<file path="config.mk">
export PLATFORM = sky130hd
export DESIGN_NAME = ccsel_top
export DESIGN_NICKNAME = d
export VERILOG_FILES = /design/src/ccsel_pkg.sv /design/src/ccsel_sw_if.sv /design/src/ccsel_top.sv /design/src/ccsel_switch.sv
export SDC_FILE = /design/constraint.sdc
export NUM_CORES = 1
export LEC_CHECK = 0
export BUFFER_PORTS_ARGS = -buffer_cell sky130_fd_sc_hd__buf_2
export CORE_MARGIN = 2
export CORE_UTILIZATION = 58
export CTS_BUF_LIST = sky130_fd_sc_hd__clkbuf_16
export CTS_CLUSTER_DIAMETER = 120
export DETAILED_ROUTE_END_ITERATION = 8
export PLACE_DENSITY = 0.8
export REMOVE_ABC_BUFFERS = 1
export SLEW_MARGIN = 20
export SYNTH_ARGS = -nofsm -noshare
export SYNTH_HDL_FRONTEND = slang
export SYNTH_SLANG_ARGS = --single-unit
</file>
<file path="constraint.sdc">
create_clock -name clk_i -period 2.9 [get_ports clk_i]
set_input_delay 0.435 -clock clk_i [delete_from_list [all_inputs] [get_ports clk_i]]
set_output_delay 0.435 -clock clk_i [all_outputs]
set_load 0.01 [all_outputs]
</file>
<file path="src/ccsel_pkg.sv">
package ccsel_pkg;
	// Register offsets on the plain register port
	localparam logic [2:0] OFS_MAIN_CLOCK_MODE = 3'h0;
	localparam logic [2:0] OFS_PROC_CLOCK_CTRL = 3'h1;
	localparam logic [2:0] OFS_CLOCK_PIN_MODE = 3'h2;
	localparam logic [2:0] OFS_MAIN_OSC_CTRL = 3'h3;
	localparam logic [2:0] OFS_INTERNAL_OSC_MODE = 3'h4;
	localparam logic [2:0] OFS_CPU_STATE = 3'h5;
	// Field positions
	localparam int BIT_HS_SYSTEM_CLK_SELECT = 2;
	localparam int BIT_MAIN_CLK_STATUS = 1;
	localparam int BIT_MAIN_CLK_SOURCE_FLAG = 0;
	localparam int BIT_CPU_SUB_CLK_SELECT = 4;
	localparam int BIT_CPU_SUB_CLK_STATUS = 5;
	localparam int BIT_EXT_CLK_INPUT_ENABLE = 7;
	localparam int BIT_MAIN_XTAL_PIN_MODE = 6;
	localparam int BIT_SUB_XTAL_PIN_MODE = 4;
	localparam int BIT_MAIN_OSC_HALT = 7;
	localparam int BIT_HS_INTERNAL_OSC_STABLE = 7;
	localparam int BIT_LOWSPEED_OSC_HALT = 1;
	localparam int BIT_HS_INTERNAL_OSC_HALT = 0;
	// Values after reset
	localparam logic RST_MAIN_OSC_HALT = 1'b1;
	localparam logic [7:0] RST_RDATA = 8'h00;
	// Clock source indices
	localparam logic [1:0] SRC_HS = 2'h0;
	localparam logic [1:0] SRC_XTAL = 2'h1;
	localparam logic [1:0] SRC_EXT = 2'h2;
	localparam logic [1:0] SRC_SUB = 2'h3;
	// Timing
	localparam int CLK_PERIOD_NS = 20;
	localparam int RESET_PROC_MIN_NS = 11000;
	localparam int RESET_PROC_CYC = (RESET_PROC_MIN_NS + CLK_PERIOD_NS - 1) / CLK_PERIOD_NS;
	localparam logic [9:0] RESET_PROC_LAST = 10'(RESET_PROC_CYC - 1);
	localparam logic [2:0] SWITCH_HOLD_LAST = 3'h3;
	localparam logic [3:0] HS_SETTLE_CYC = 4'h8;
	// Operating states
	typedef enum logic [5:0] {
		ST_RESET = 6'h01,
		ST_RUN = 6'h02,
		ST_HALT_HI = 6'h04,
		ST_HALT_HS = 6'h08,
		ST_HALT_SUB = 6'h10,
		ST_STOP = 6'h20
	} ccsel_state_t;
endpackage

</file>
<file path="src/ccsel_sw_if.sv">
`timescale 1ns/1ps
interface ccsel_sw_if;
	logic ce;
	logic gate;
	logic [3:0] src;
	logic [1:0] req;
	logic [1:0] cur;
	logic clk;
	modport ctrl (output ce, output gate, output src, output req, input cur, input clk);
	modport sw (input ce, input gate, input src, input req, output cur, output clk);
endinterface // ccsel_sw_if

</file>
<file path="src/ccsel_top.sv">
// Added by the designer: the plain strobed port and the address map.
`timescale 1ns/1ps
// Behaviour
// RULE1 - Setting low-speed halt stops the low-speed oscillator.
// RULE2 - Clearing low-speed halt restarts the low-speed oscillator.
// RULE3 - Unstoppable option makes low-speed halt ineffective.
// RULE4 - Peripheral clock: internal high-speed, else crystal or external per enable.
// RULE5 - CPU clock: subsystem if selected, else peripheral or internal high-speed.
// RULE6 - After reset CPU runs from internal high-speed clock with no setup.
// RULE7 - Software enables crystal, waits settling, then sets both select flags.
// RULE8 - Software enables external clock, no settling wait, then sets both flags.
// RULE9 - High-speed system select changes only once after each reset.
// RULE10 - Software restarts internal oscillator, checks stable, then clears source flag.
// RULE11 - Leaving subsystem for internal: oscillator running, source flag cleared first.
// RULE12 - Leaving subsystem for high-speed system: settle, set flags, then clear.
// RULE13 - HALT enters the halt state matching the current CPU clock.
// RULE14 - Software stops unsupported peripherals before executing STOP.
// RULE15 - Dual-level detect mode holds reset processing at least 11 us.
// RULE16 - Main clock mode: system select at bit 2, source flag bit 0.
// RULE17 - Pin mode: external enable bit 7, crystal bit 6, subsystem bit 4.
// RULE18 - Internal oscillator mode: stable status bit 7, halt bit 0.
// RULE19 - Main oscillator halt sits at bit 7 of its control register.
// RULE20 - Subsystem select set feeds the subsystem clock to the CPU.
// RULE21 - After a select write the old clock runs some cycles first.
// RULE22 - Stable status reads 1 only while the internal oscillator runs.
// RULE23 - Switchover never shortens a high or low clock phase; the switch keeps high phases whole but can shorten the hand-over low phase.
module ccsel_top (
	input wire logic clk_i,
	input wire logic rst_n_i,
	input wire logic ce_i,
	input wire logic [2:0] addr_i,
	input wire logic [7:0] wdata_i,
	input wire logic wr_i,
	input wire logic rd_i,
	output logic [7:0] rdata_o,
	input wire logic hs_osc_clk_i,
	input wire logic main_crystal_clock_i,
	input wire logic ext_clk_i,
	input wire logic sub_crystal_clock_i,
	input wire logic lowspeed_unstoppable_i,
	input wire logic power_on_detect_level_option_i,
	input wire logic halt_i,
	input wire logic stop_i,
	input wire logic wake_i,
	output logic cpu_clk_o,
	output logic periph_clk_o,
	output logic hs_osc_en_o,
	output logic main_osc_en_o,
	output logic sub_osc_en_o,
	output logic lowspeed_osc_en_o,
	output logic [5:0] cpu_state_o
);
	typedef struct packed {
		ccsel_pkg::ccsel_state_t st;
		logic hs_system_clk_select;
		logic hs_system_clk_select_locked;
		logic main_clk_source_flag;
		logic cpu_sub_clk_select;
		logic ext_clk_input_enable;
		logic main_xtal_pin_mode;
		logic sub_xtal_pin_mode;
		logic main_osc_halt;
		logic hs_internal_osc_halt;
		logic lowspeed_osc_halt;
		logic [3:0] hs_cnt;
		logic hs_internal_osc_stable;
		logic [9:0] rst_cnt;
		logic [7:0] rdata;
		logic hs_en;
		logic main_en;
		logic sub_en;
		logic ls_en;
	} ccsel_top_state_t;

	ccsel_top_state_t r;
	ccsel_top_state_t n;
	logic [1:0] periph_req;
	logic [1:0] cpu_req;

	ccsel_sw_if periph_sw ();
	ccsel_sw_if cpu_sw ();

	////////////////////////////////////////////////////////////////////////////////
	// Source selection

	always_comb begin
		periph_req = ccsel_pkg::SRC_HS; // RULE4
		if (r.hs_system_clk_select) begin
			periph_req = r.ext_clk_input_enable ? ccsel_pkg::SRC_EXT : ccsel_pkg::SRC_XTAL;
		end
		cpu_req = r.main_clk_source_flag ? periph_req : ccsel_pkg::SRC_HS; // RULE5
		if (r.cpu_sub_clk_select) begin
			cpu_req = ccsel_pkg::SRC_SUB; // RULE20
		end
	end

	assign periph_sw.ce = ce_i;
	assign periph_sw.gate = (r.st != ccsel_pkg::ST_STOP);
	assign periph_sw.src = {sub_crystal_clock_i, ext_clk_i, main_crystal_clock_i, hs_osc_clk_i};
	assign periph_sw.req = periph_req;
	assign cpu_sw.ce = ce_i;
	// CPU clock parks low outside the run state
	assign cpu_sw.gate = (r.st == ccsel_pkg::ST_RUN);
	assign cpu_sw.src = {sub_crystal_clock_i, ext_clk_i, main_crystal_clock_i, hs_osc_clk_i};
	assign cpu_sw.req = cpu_req;

	ccsel_switch u_periph_switch (
		.clk_i(clk_i),
		.rst_n_i(rst_n_i),
		.sw(periph_sw.sw)
	);

	ccsel_switch u_cpu_switch (
		.clk_i(clk_i),
		.rst_n_i(rst_n_i),
		.sw(cpu_sw.sw)
	);

	////////////////////////////////////////////////////////////////////////////////
	// Registers, state machine, oscillator enables

	always_comb begin
		n = r;
		if (ce_i) begin
			n.rdata = ccsel_pkg::RST_RDATA;
			if (wr_i) begin
				unique case (addr_i)
					ccsel_pkg::OFS_MAIN_CLOCK_MODE: begin
						// Only the first change after reset sticks
						if (!r.hs_system_clk_select_locked && wdata_i[ccsel_pkg::BIT_HS_SYSTEM_CLK_SELECT] !=
								r.hs_system_clk_select) begin // RULE9
							n.hs_system_clk_select = wdata_i[ccsel_pkg::BIT_HS_SYSTEM_CLK_SELECT];
							n.hs_system_clk_select_locked = 1'b1;
						end
						n.main_clk_source_flag = wdata_i[ccsel_pkg::BIT_MAIN_CLK_SOURCE_FLAG]; // RULE16
					end
					ccsel_pkg::OFS_PROC_CLOCK_CTRL: begin
						n.cpu_sub_clk_select = wdata_i[ccsel_pkg::BIT_CPU_SUB_CLK_SELECT];
					end
					ccsel_pkg::OFS_CLOCK_PIN_MODE: begin // RULE17
						n.ext_clk_input_enable = wdata_i[ccsel_pkg::BIT_EXT_CLK_INPUT_ENABLE];
						n.main_xtal_pin_mode = wdata_i[ccsel_pkg::BIT_MAIN_XTAL_PIN_MODE];
						n.sub_xtal_pin_mode = wdata_i[ccsel_pkg::BIT_SUB_XTAL_PIN_MODE];
					end
					ccsel_pkg::OFS_MAIN_OSC_CTRL: begin
						n.main_osc_halt = wdata_i[ccsel_pkg::BIT_MAIN_OSC_HALT]; // RULE19
					end
					ccsel_pkg::OFS_INTERNAL_OSC_MODE: begin // RULE18
						n.hs_internal_osc_halt = wdata_i[ccsel_pkg::BIT_HS_INTERNAL_OSC_HALT];
						n.lowspeed_osc_halt = wdata_i[ccsel_pkg::BIT_LOWSPEED_OSC_HALT];
					end
					default: begin
					end
				endcase
			end
			if (rd_i) begin
				unique case (addr_i)
					ccsel_pkg::OFS_MAIN_CLOCK_MODE: begin // RULE16
						n.rdata[ccsel_pkg::BIT_HS_SYSTEM_CLK_SELECT] = r.hs_system_clk_select;
						n.rdata[ccsel_pkg::BIT_MAIN_CLK_STATUS] = (cpu_sw.cur == ccsel_pkg::SRC_XTAL) ||
							(cpu_sw.cur == ccsel_pkg::SRC_EXT);
						n.rdata[ccsel_pkg::BIT_MAIN_CLK_SOURCE_FLAG] = r.main_clk_source_flag;
					end
					ccsel_pkg::OFS_PROC_CLOCK_CTRL: begin
						n.rdata[ccsel_pkg::BIT_CPU_SUB_CLK_STATUS] = (cpu_sw.cur == ccsel_pkg::SRC_SUB);
						n.rdata[ccsel_pkg::BIT_CPU_SUB_CLK_SELECT] = r.cpu_sub_clk_select;
					end
					ccsel_pkg::OFS_CLOCK_PIN_MODE: begin // RULE17
						n.rdata[ccsel_pkg::BIT_EXT_CLK_INPUT_ENABLE] = r.ext_clk_input_enable;
						n.rdata[ccsel_pkg::BIT_MAIN_XTAL_PIN_MODE] = r.main_xtal_pin_mode;
						n.rdata[ccsel_pkg::BIT_SUB_XTAL_PIN_MODE] = r.sub_xtal_pin_mode;
					end
					ccsel_pkg::OFS_MAIN_OSC_CTRL: begin
						n.rdata[ccsel_pkg::BIT_MAIN_OSC_HALT] = r.main_osc_halt; // RULE19
					end
					ccsel_pkg::OFS_INTERNAL_OSC_MODE: begin // RULE18
						n.rdata[ccsel_pkg::BIT_HS_INTERNAL_OSC_STABLE] = r.hs_internal_osc_stable;
						n.rdata[ccsel_pkg::BIT_LOWSPEED_OSC_HALT] = r.lowspeed_osc_halt;
						n.rdata[ccsel_pkg::BIT_HS_INTERNAL_OSC_HALT] = r.hs_internal_osc_halt;
					end
					ccsel_pkg::OFS_CPU_STATE: begin
						n.rdata = {2'b00, r.st};
					end
					default: begin
					end
				endcase
			end
			unique case (r.st)
				ccsel_pkg::ST_RESET: begin
					// Dual-level detect mode holds the CPU in reset processing
					if (!power_on_detect_level_option_i || r.rst_cnt == ccsel_pkg::RESET_PROC_LAST) begin
						n.st = ccsel_pkg::ST_RUN; // RULE6 RULE15
					end else begin
						n.rst_cnt = r.rst_cnt + 10'h001;
					end
				end
				ccsel_pkg::ST_RUN: begin
					if (halt_i) begin // RULE13
						unique case (cpu_sw.cur)
							ccsel_pkg::SRC_HS: n.st = ccsel_pkg::ST_HALT_HI;
							ccsel_pkg::SRC_SUB: n.st = ccsel_pkg::ST_HALT_SUB;
							default: n.st = ccsel_pkg::ST_HALT_HS;
						endcase
					end else if (stop_i && cpu_sw.cur != ccsel_pkg::SRC_SUB) begin
						// STOP is not offered from the subsystem clock
						n.st = ccsel_pkg::ST_STOP;
					end
				end
				ccsel_pkg::ST_HALT_HI, ccsel_pkg::ST_HALT_HS, ccsel_pkg::ST_HALT_SUB,
				ccsel_pkg::ST_STOP: begin
					if (wake_i) begin
						n.st = ccsel_pkg::ST_RUN;
					end
				end
				default: begin
					n.st = ccsel_pkg::ST_RESET;
				end
			endcase
			n.hs_en = !n.hs_internal_osc_halt && (n.st != ccsel_pkg::ST_STOP);
			n.main_en = !n.main_osc_halt && n.main_xtal_pin_mode && (n.st != ccsel_pkg::ST_STOP);
			n.sub_en = n.sub_xtal_pin_mode;
			n.ls_en = lowspeed_unstoppable_i || !n.lowspeed_osc_halt; // RULE1 RULE2 RULE3
			// Stable only after a settle run of the internal oscillator
			if (!n.hs_en) begin // RULE22
				n.hs_cnt = 4'h0;
				n.hs_internal_osc_stable = 1'b0;
			end else begin
				if (r.hs_cnt != ccsel_pkg::HS_SETTLE_CYC) begin
					n.hs_cnt = r.hs_cnt + 4'h1;
				end
				n.hs_internal_osc_stable = (n.hs_cnt == ccsel_pkg::HS_SETTLE_CYC);
			end
		end
	end

	always_ff @(posedge clk_i or negedge rst_n_i) begin
		if (!rst_n_i) begin
			r <= '0;
			r.st <= ccsel_pkg::ST_RESET;
			r.main_osc_halt <= ccsel_pkg::RST_MAIN_OSC_HALT;
			r.hs_en <= 1'b1;
			r.ls_en <= 1'b1;
		end else begin
			r <= n;
		end
	end

	assign rdata_o = r.rdata;
	assign cpu_clk_o = cpu_sw.clk;
	assign periph_clk_o = periph_sw.clk;
	assign hs_osc_en_o = r.hs_en;
	assign main_osc_en_o = r.main_en;
	assign sub_osc_en_o = r.sub_en;
	assign lowspeed_osc_en_o = r.ls_en;
	assign cpu_state_o = r.st;
endmodule // ccsel_top

</file>
<file path="src/ccsel_switch.sv">
`timescale 1ns/1ps
module ccsel_switch (
	input wire logic clk_i,
	input wire logic rst_n_i,
	ccsel_sw_if.sw sw
);
	typedef struct packed {
		logic [1:0] cur;
		logic [2:0] cnt;
		logic arm;
		logic clk;
	} ccsel_sw_state_t;

	ccsel_sw_state_t r;
	ccsel_sw_state_t n;

	always_comb begin
		n = r;
		if (sw.ce) begin
			if (sw.req != r.cur) begin
				// Old source keeps running for a few cycles first
				if (r.cnt != ccsel_pkg::SWITCH_HOLD_LAST) begin // RULE21
					n.cnt = r.cnt + 3'h1;
				end else if (!r.clk && !sw.src[sw.req]) begin // RULE23
					n.cur = sw.req;
					n.cnt = 3'h0;
				end
			end else begin
				n.cnt = 3'h0;
			end
			// Ungating waits for a low source so no high phase starts short
			n.arm = sw.gate && (r.arm || !sw.src[n.cur]); // RULE23
			// Gating only ever ends a high phase at its natural fall
			n.clk = n.arm ? sw.src[n.cur] : (r.clk & sw.src[n.cur]);
		end
	end

	always_ff @(posedge clk_i or negedge rst_n_i) begin
		if (!rst_n_i) begin
			r <= '{cur: ccsel_pkg::SRC_HS, cnt: 3'h0, arm: 1'b0, clk: 1'b0};
		end else begin
			r <= n;
		end
	end

	assign sw.cur = r.cur;
	assign sw.clk = r.clk;
endmodule // ccsel_switch

</file>
# Yosys cells after proc, flatten, opt, wreduce, memory -nomap -nowiden
# Index checks and enable logic that the tools add are counted.
# op_classes
add_sub_neg,4
n_lt_le_gt_ge,4
n_eq_ne,32
muxes,53
bitwise,3
n_reduce_logical,35
# op_table
cell,n
6-bit 2-to-1 mux,5
2-bit 2-to-1 mux,12
10-bit 2-to-1 mux,2
3-bit 2-to-1 mux,6
6-bit case mux with 3 select lines,1
5-bit 2-to-1 mux,3
"2-bit by 3-bit < comparator with 1-bit output, second input constant",4
4-bit 2-to-1 mux,3
"6-bit inequality test, second input constant",2
3-bit AND reduction,4
1-bit zero test,11
"10-bit by 1-bit adder with 10-bit output, second input constant",1
"10-bit == test, second input constant",1
1-bit 2-to-1 mux,10
"2-bit by 1-bit inequality test with 1-bit output, second input constant",5
5-bit case mux with 2 select lines,1
1-bit logical AND,9
1-bit binary-select mux with 2-bit select,4
8-bit 2-to-1 mux,1
"3-bit by 1-bit adder with 3-bit output, second input constant",2
"3-bit by 2-bit == test with 1-bit output, second input constant",2
"3-bit == test, second input constant",2
"6-bit by 1-bit == test with 1-bit output, second input constant",1
"6-bit by 2-bit == test with 1-bit output, second input constant",1
other kinds (26),38
# word_totals
reg_bits,56
out_inout_bits,20
elab_cells,157

# Depth between registers and ports, before layout
# logic_depth
depth_word,18
depth_mapped,8

# Cells and area by module
# From an unflattened synthesis, not the netlist that was laid out.
# unflattened
hier_cells,353
hier_area_um2,3582.2
# by_module_without_submodules
mod,n_inst,cells_each,area_each_um2,seq_area_each_um2
ccsel_top,1,243,2473.6,1056.0
ccsel_switch,2,55,554.3,175.2

# Least setup slack after synthesis
# OpenSTA, ideal clock, no wires.
# synth_path
path_kind,register -> register
start,"register r, in the netlist cpu_state_o[4]"
end,register r[26] (netlist name)
setup_time_ns,0.125
arrival_ns,2.079
required_ns,2.775
slack_ns,0.697
stages_incl_launch_ff,8
path_buffers,1
cell_sequence,dfrtp_1 -> clkbuf_1 -> or4_4 -> or3b_4 -> o32a_4 -> nand2_4 -> nor2_1 -> mux2_2
# synth_via
elab_chain_cells,7
elab_cells_between_ends,16
# synth_rtl
element,line,rtl
start: declaration,ccsel_top.sv:75,ccsel_top_state_t r;
start signal: assignment,ccsel_top.sv:244,r <= n;
6-bit by 3-bit == test with 1-bit output (tied with other cells),ccsel_top.sv:188,unique case (r.st)
4-bit OR reduction / 6-bit 2-to-1 mux (equally long branches),"ccsel_top.sv:188, ccsel_top.sv:198",
6-bit case mux with 3 select lines *,ccsel_top.sv:188,
6-bit 2-to-1 mux *,ccsel_top.sv:124,if (ce_i) begin
6-bit inequality test *,ccsel_top.sv:219,n.hs_en = !n.hs_internal_osc_halt && (n.st != ccsel_pkg::ST_STOP);
1-bit logical AND *,ccsel_top.sv:219,
5-bit 2-to-1 mux *,ccsel_top.sv:224,if (!n.hs_en) begin
# Every way passes the cells marked *; elsewhere a longest branch is shown, timed or not. The select of a mux whose other input is x is not followed.
# A chain may end at the register's enable or synchronous reset.

# Worst setup path in the final report
# layout_path
start,register r[36] (netlist name)
end,register u_cpu_switch.r[1] (netlist name)
# layout_via
elab_chain_cells,16
elab_cells_between_ends,17
# layout_rtl
element,line,rtl
2-bit 2-to-1 mux *,ccsel_top.sv:88,if (r.hs_system_clk_select) begin
2-bit 2-to-1 mux *,ccsel_top.sv:91,cpu_req = r.main_clk_source_flag ? periph_req : ccsel_pkg::SRC_HS;
2-bit 2-to-1 mux *,ccsel_top.sv:92,if (r.cpu_sub_clk_select) begin
1-bit binary-select mux with 2-bit select,ccsel_switch.sv:24,end else if (!r.clk && !sw.src[sw.req]) begin
1-bit 2-to-1 mux (not written as such),ccsel_switch.sv:24,
1-bit zero test,ccsel_switch.sv:24,
1-bit logical AND,ccsel_switch.sv:24,
5-bit 2-to-1 mux,ccsel_switch.sv:24,
2-bit 2-to-1 mux,ccsel_switch.sv:22,if (r.cnt != ccsel_pkg::SWITCH_HOLD_LAST) begin
2-bit 2-to-1 mux *,ccsel_switch.sv:20,if (sw.req != r.cur) begin
2-bit 2-to-1 mux *,ccsel_switch.sv:19,if (sw.ce) begin
1-bit binary-select mux with 2-bit select *,ccsel_switch.sv:32,n.arm = sw.gate && (r.arm || !sw.src[n.cur]);
1-bit 2-to-1 mux (not written as such) *,ccsel_switch.sv:32,
1-bit zero test *,ccsel_switch.sv:32,
1-bit logical OR *,ccsel_switch.sv:32,
1-bit logical AND *,ccsel_switch.sv:32,
end signal: assignment,ccsel_switch.sv:40,"r <= '{cur: ccsel_pkg::SRC_HS, cnt: 3'h0, arm: 1'b0, clk: 1'b0};"
end signal: assignment,ccsel_switch.sv:42,r <= n;
end: declaration,ccsel_switch.sv:14,ccsel_sw_state_t r;
# Marks and branches as above.

==> impl_metrics.json <==
{
  "cp_max_fo": 14,
  "synth.mux.area_fraction": 0.08374,
  "power_mw": 2.658,
  "fin_worst_hold_slack_ns": 0.1222,
  "postRouteAntennaNets": 0,
  "leakagePower_nw": 1.619,
  "finClkSkew_ns": 0.007088,
  "status": "finished, final reports clean",
  "synth_top_cell_by_area": "dfrtp_1",
  "nNetsFinal": 406,
  "yosysTopAreaCellShare": 0.3923,
  "die_h_um": 79.63,
  "grt-ovfl-total": 0,
  "synth_most_common_cell": "dfrtp_1",
  "ys_warn_count": 0,
  "drive_gt1_frac": 0.2172,
  "synth_ff_type": "dfrtp_1",
  "start_kind": "flop",
  "grt_pass1_wl_mm": 12.39,
  "synth_async_sr_flop_share": 1.000,
  "post_cts_buffers": 0,
  "ctsResizeCount": 0,
  "core_area_mm2": 0.005507,
  "setup_ws_ns": 0.3339,
  "ys_types": 62,
  "synth_top_family_by_area": "simple AND/OR/NAND/NOR gates",
  "syn_area_per_cell_um2": 9.531,
  "viasPerCell": 5.872,
  "dpl.hpwl_mm": 5.286,
  "relSlewSlack": 0.6638,
  "avgRoutedWirePerCell_um": 16.21,
  "fin_crit_sh": 0.8849,
  "dr.pass1.iters": 4,
  "antenna_found_initial": 0,
  "clock_sinks": 56,
  "synth.area.top_cells": "dfrtp_1 39%, mux2_2 4.1%, mux2i_1 3.6%",
  "synthSimpleGateAreaFrac": 0.1803,
  "hold_class": "primary input to async pin",
  "synth_edf_count": 0,
  "maxSlewViolCount": 0,
  "cts-htree-levels": 2,
  "tightest_slew_ns": 0.5004,
  "io_pins": 45,
  "clkLatencyLatePin_ns": 0.30,
  "ys_ff_latch": 56,
  "path_clk_slew_ns": 0.08,
  "setup_viol": 0,
  "seq_area_frac_synth": 0.4240,
  "finalHoldViolations": 0,
  "cts_buffers": 5,
  "syn_area_mm2": 0.003317,
  "rows": 27,
  "first_global_vias": 2631,
  "portBuffers": 42,
  "cp_data_required_time_ns": 3.09,
  "netlist_top_cells_count": "52 x dfrtp_1, 29 x nor2_1, 28 x nand2_1",
  "end_kind": "flop",
  "dr_total_vias": 2613,
  "peakVddDrop_mv": 0.4347,
  "synth_fa_ha_area_frac": 0.03395,
  "crit_arrival_ns": 2.76,
  "die-area_mm2": 0.006340,
  "root_buffer": "clkbuf_16",
  "rsz0062_at_grt": "no",
  "antenna_cells": 0,
  "wirelength_mm": 7.213,
  "dp_slack_ns": 0.3688,
  "cts_tree": "built",
  "fin_crit_ns": 2.566,
  "synthCells": 348,
  "grt_use_total": 0.2491,
  "maxCapViolations": 0,
  "drtIter0Drc": 149,
  "critPathKind": "flop to flop",
  "grt_max_degree": 33,
  "synth_compound_area_frac": 0.1705,
  "die_w_um": 79.63,
  "drc": 0,
  "area_delta_synth_final_pct": 9.543,
  "place.gp.congestion": 0.8381,
  "power_density_mw_per_mm2": 731.7,
  "initial_core_util": 0.6024,
  "synth_xor_area_frac": 0.03433,
  "tns_ns": 0,
  "cts_buffer_depth": 2,
  "fmax_mhz": 389.7,
  "cts_hold_buf": 0
}
-- cell families (layout without fill, tap and decap cells) --
group,count (synthesis),count (layout)
and+or+nand+nor,115,115
AOI/OAI and AO/OA,80,80
DFF,56,56
buffers and inverters,50,75
muxes,25,25
xor gates and xnor gates,13,13
adders and majority gates,9,9
-- power by group --
| group | switching, mW | internal, mW | total, mW | leakage [nW] |
|---|---|---|---|---|
| sequential | 0.228 | 0.962 | 1.19 | 0.721 |
| clock | 0.302 | 0.327 | 0.629 | 0.0708 |
| combinational | 0.446 | 0.394 | 0.839 | 0.827 |
-- sequential cells by signal (all words and copies together) (netlist names) --
register / cells
r: 24
u_periph_switch.r: 4
u_cpu_switch.r: 4
rdata_o: 8
u_periph_switch.sw.cur: 2
hs_osc_en_o: 1
main_osc_en_o: 1
u_cpu_switch.sw.cur: 2
sub_osc_en_o: 1
u_cpu_switch.sw.clk: 1
lowspeed_osc_en_o: 1
u_periph_switch.sw.clk: 1
cpu_state_o: 6
-- stage by stage --
step                      area [µm²]  cells  utilization
final                           3633    445       0.6599
after global placement          3483    437       0.6326
after CTS                       3633    445       0.6599
after detailed placement        3483    437       0.6326
after floorplan                 3153    319            -
after global routing            3633    445       0.6599
-- worst max-delay path, cell delays in order (launching register included) --
cell and delay (ns):
dfrtp_1 0.64, nand2_1 0.19, a221o_1 0.35, nor3b_2 0.28, mux2i_1 0.27, mux4_2 0.55, o21a_1 0.18
-- area by class of cell --
class / instances / area, µm²
Fill cell: 449 / 1873
Multi-Input combinational cell: 242 / 1668
Sequential cell: 56 / 1406
Timing Repair Buffer: 46 / 240.2
Clock buffer: 5 / 125.1
Tap cell: 72 / 90.09
Inverter: 21 / 78.83
Clock inverter: 3 / 25.02
-- path summary, 6_finish.rpt --
check                             startpoint                            end  slack, ns  cells after the start
min in group clk_i                wdata_i[4]       sub_osc_en_o$_DFFE_PN0P_       0.37                      3
min reg2reg                r[21]$_DFFE_PN0P_              r[21]$_DFFE_PN0P_       0.48                      1
min                                  rst_n_i      main_osc_en_o$_DFFE_PN0P_       0.12                      2
max in group asynchronous            rst_n_i     cpu_state_o[0]$_DFFE_PN1P_       2.40                      2
max reg2reg                r[36]$_DFFE_PN0P_  u_cpu_switch.r[1]$_DFFE_PN0P_       0.33                      6
max                        r[36]$_DFFE_PN0P_  u_cpu_switch.r[1]$_DFFE_PN0P_       0.33                      6
-- cells in the final DEF (no fill, tap or decap), drive strengths merged, types with 3 or more instances in the layout --
| master | count |
|---|---|
| nor3 | 9 |
| nor2b | 7 |
| nor3b | 4 |
| o21ai | 19 |
| dfrtp | 52 |
| a22o | 4 |
| mux2i | 12 |
| a32o | 3 |
| o2bb2ai | 6 |
| mux2 | 12 |
| dfstp | 4 |
| a31oi | 7 |
| inv | 22 |
| nand2b | 3 |
| o22ai | 4 |
| clkbuf | 5 |
| nor2 | 29 |
| ha | 9 |
| and2 | 4 |
| nand4 | 6 |
| buf | 46 |
| a21oi | 14 |
| xor2 | 3 |
| nand2 | 29 |
| nand3 | 13 |
| xnor2 | 10 |
-- routing by layer --
| metal | GRT usage | share of wire |
|---|---|---|
| met4 | 0.05517 | 0.0069 |
| met5 | 0 | 0 |
| met3 | 0.03959 | 0.048 |
| met2 | 0.4261 | 0.49 |
| met1 | 0.3341 | 0.46 |
Note: power is estimated with default switching activity, not from simulation.
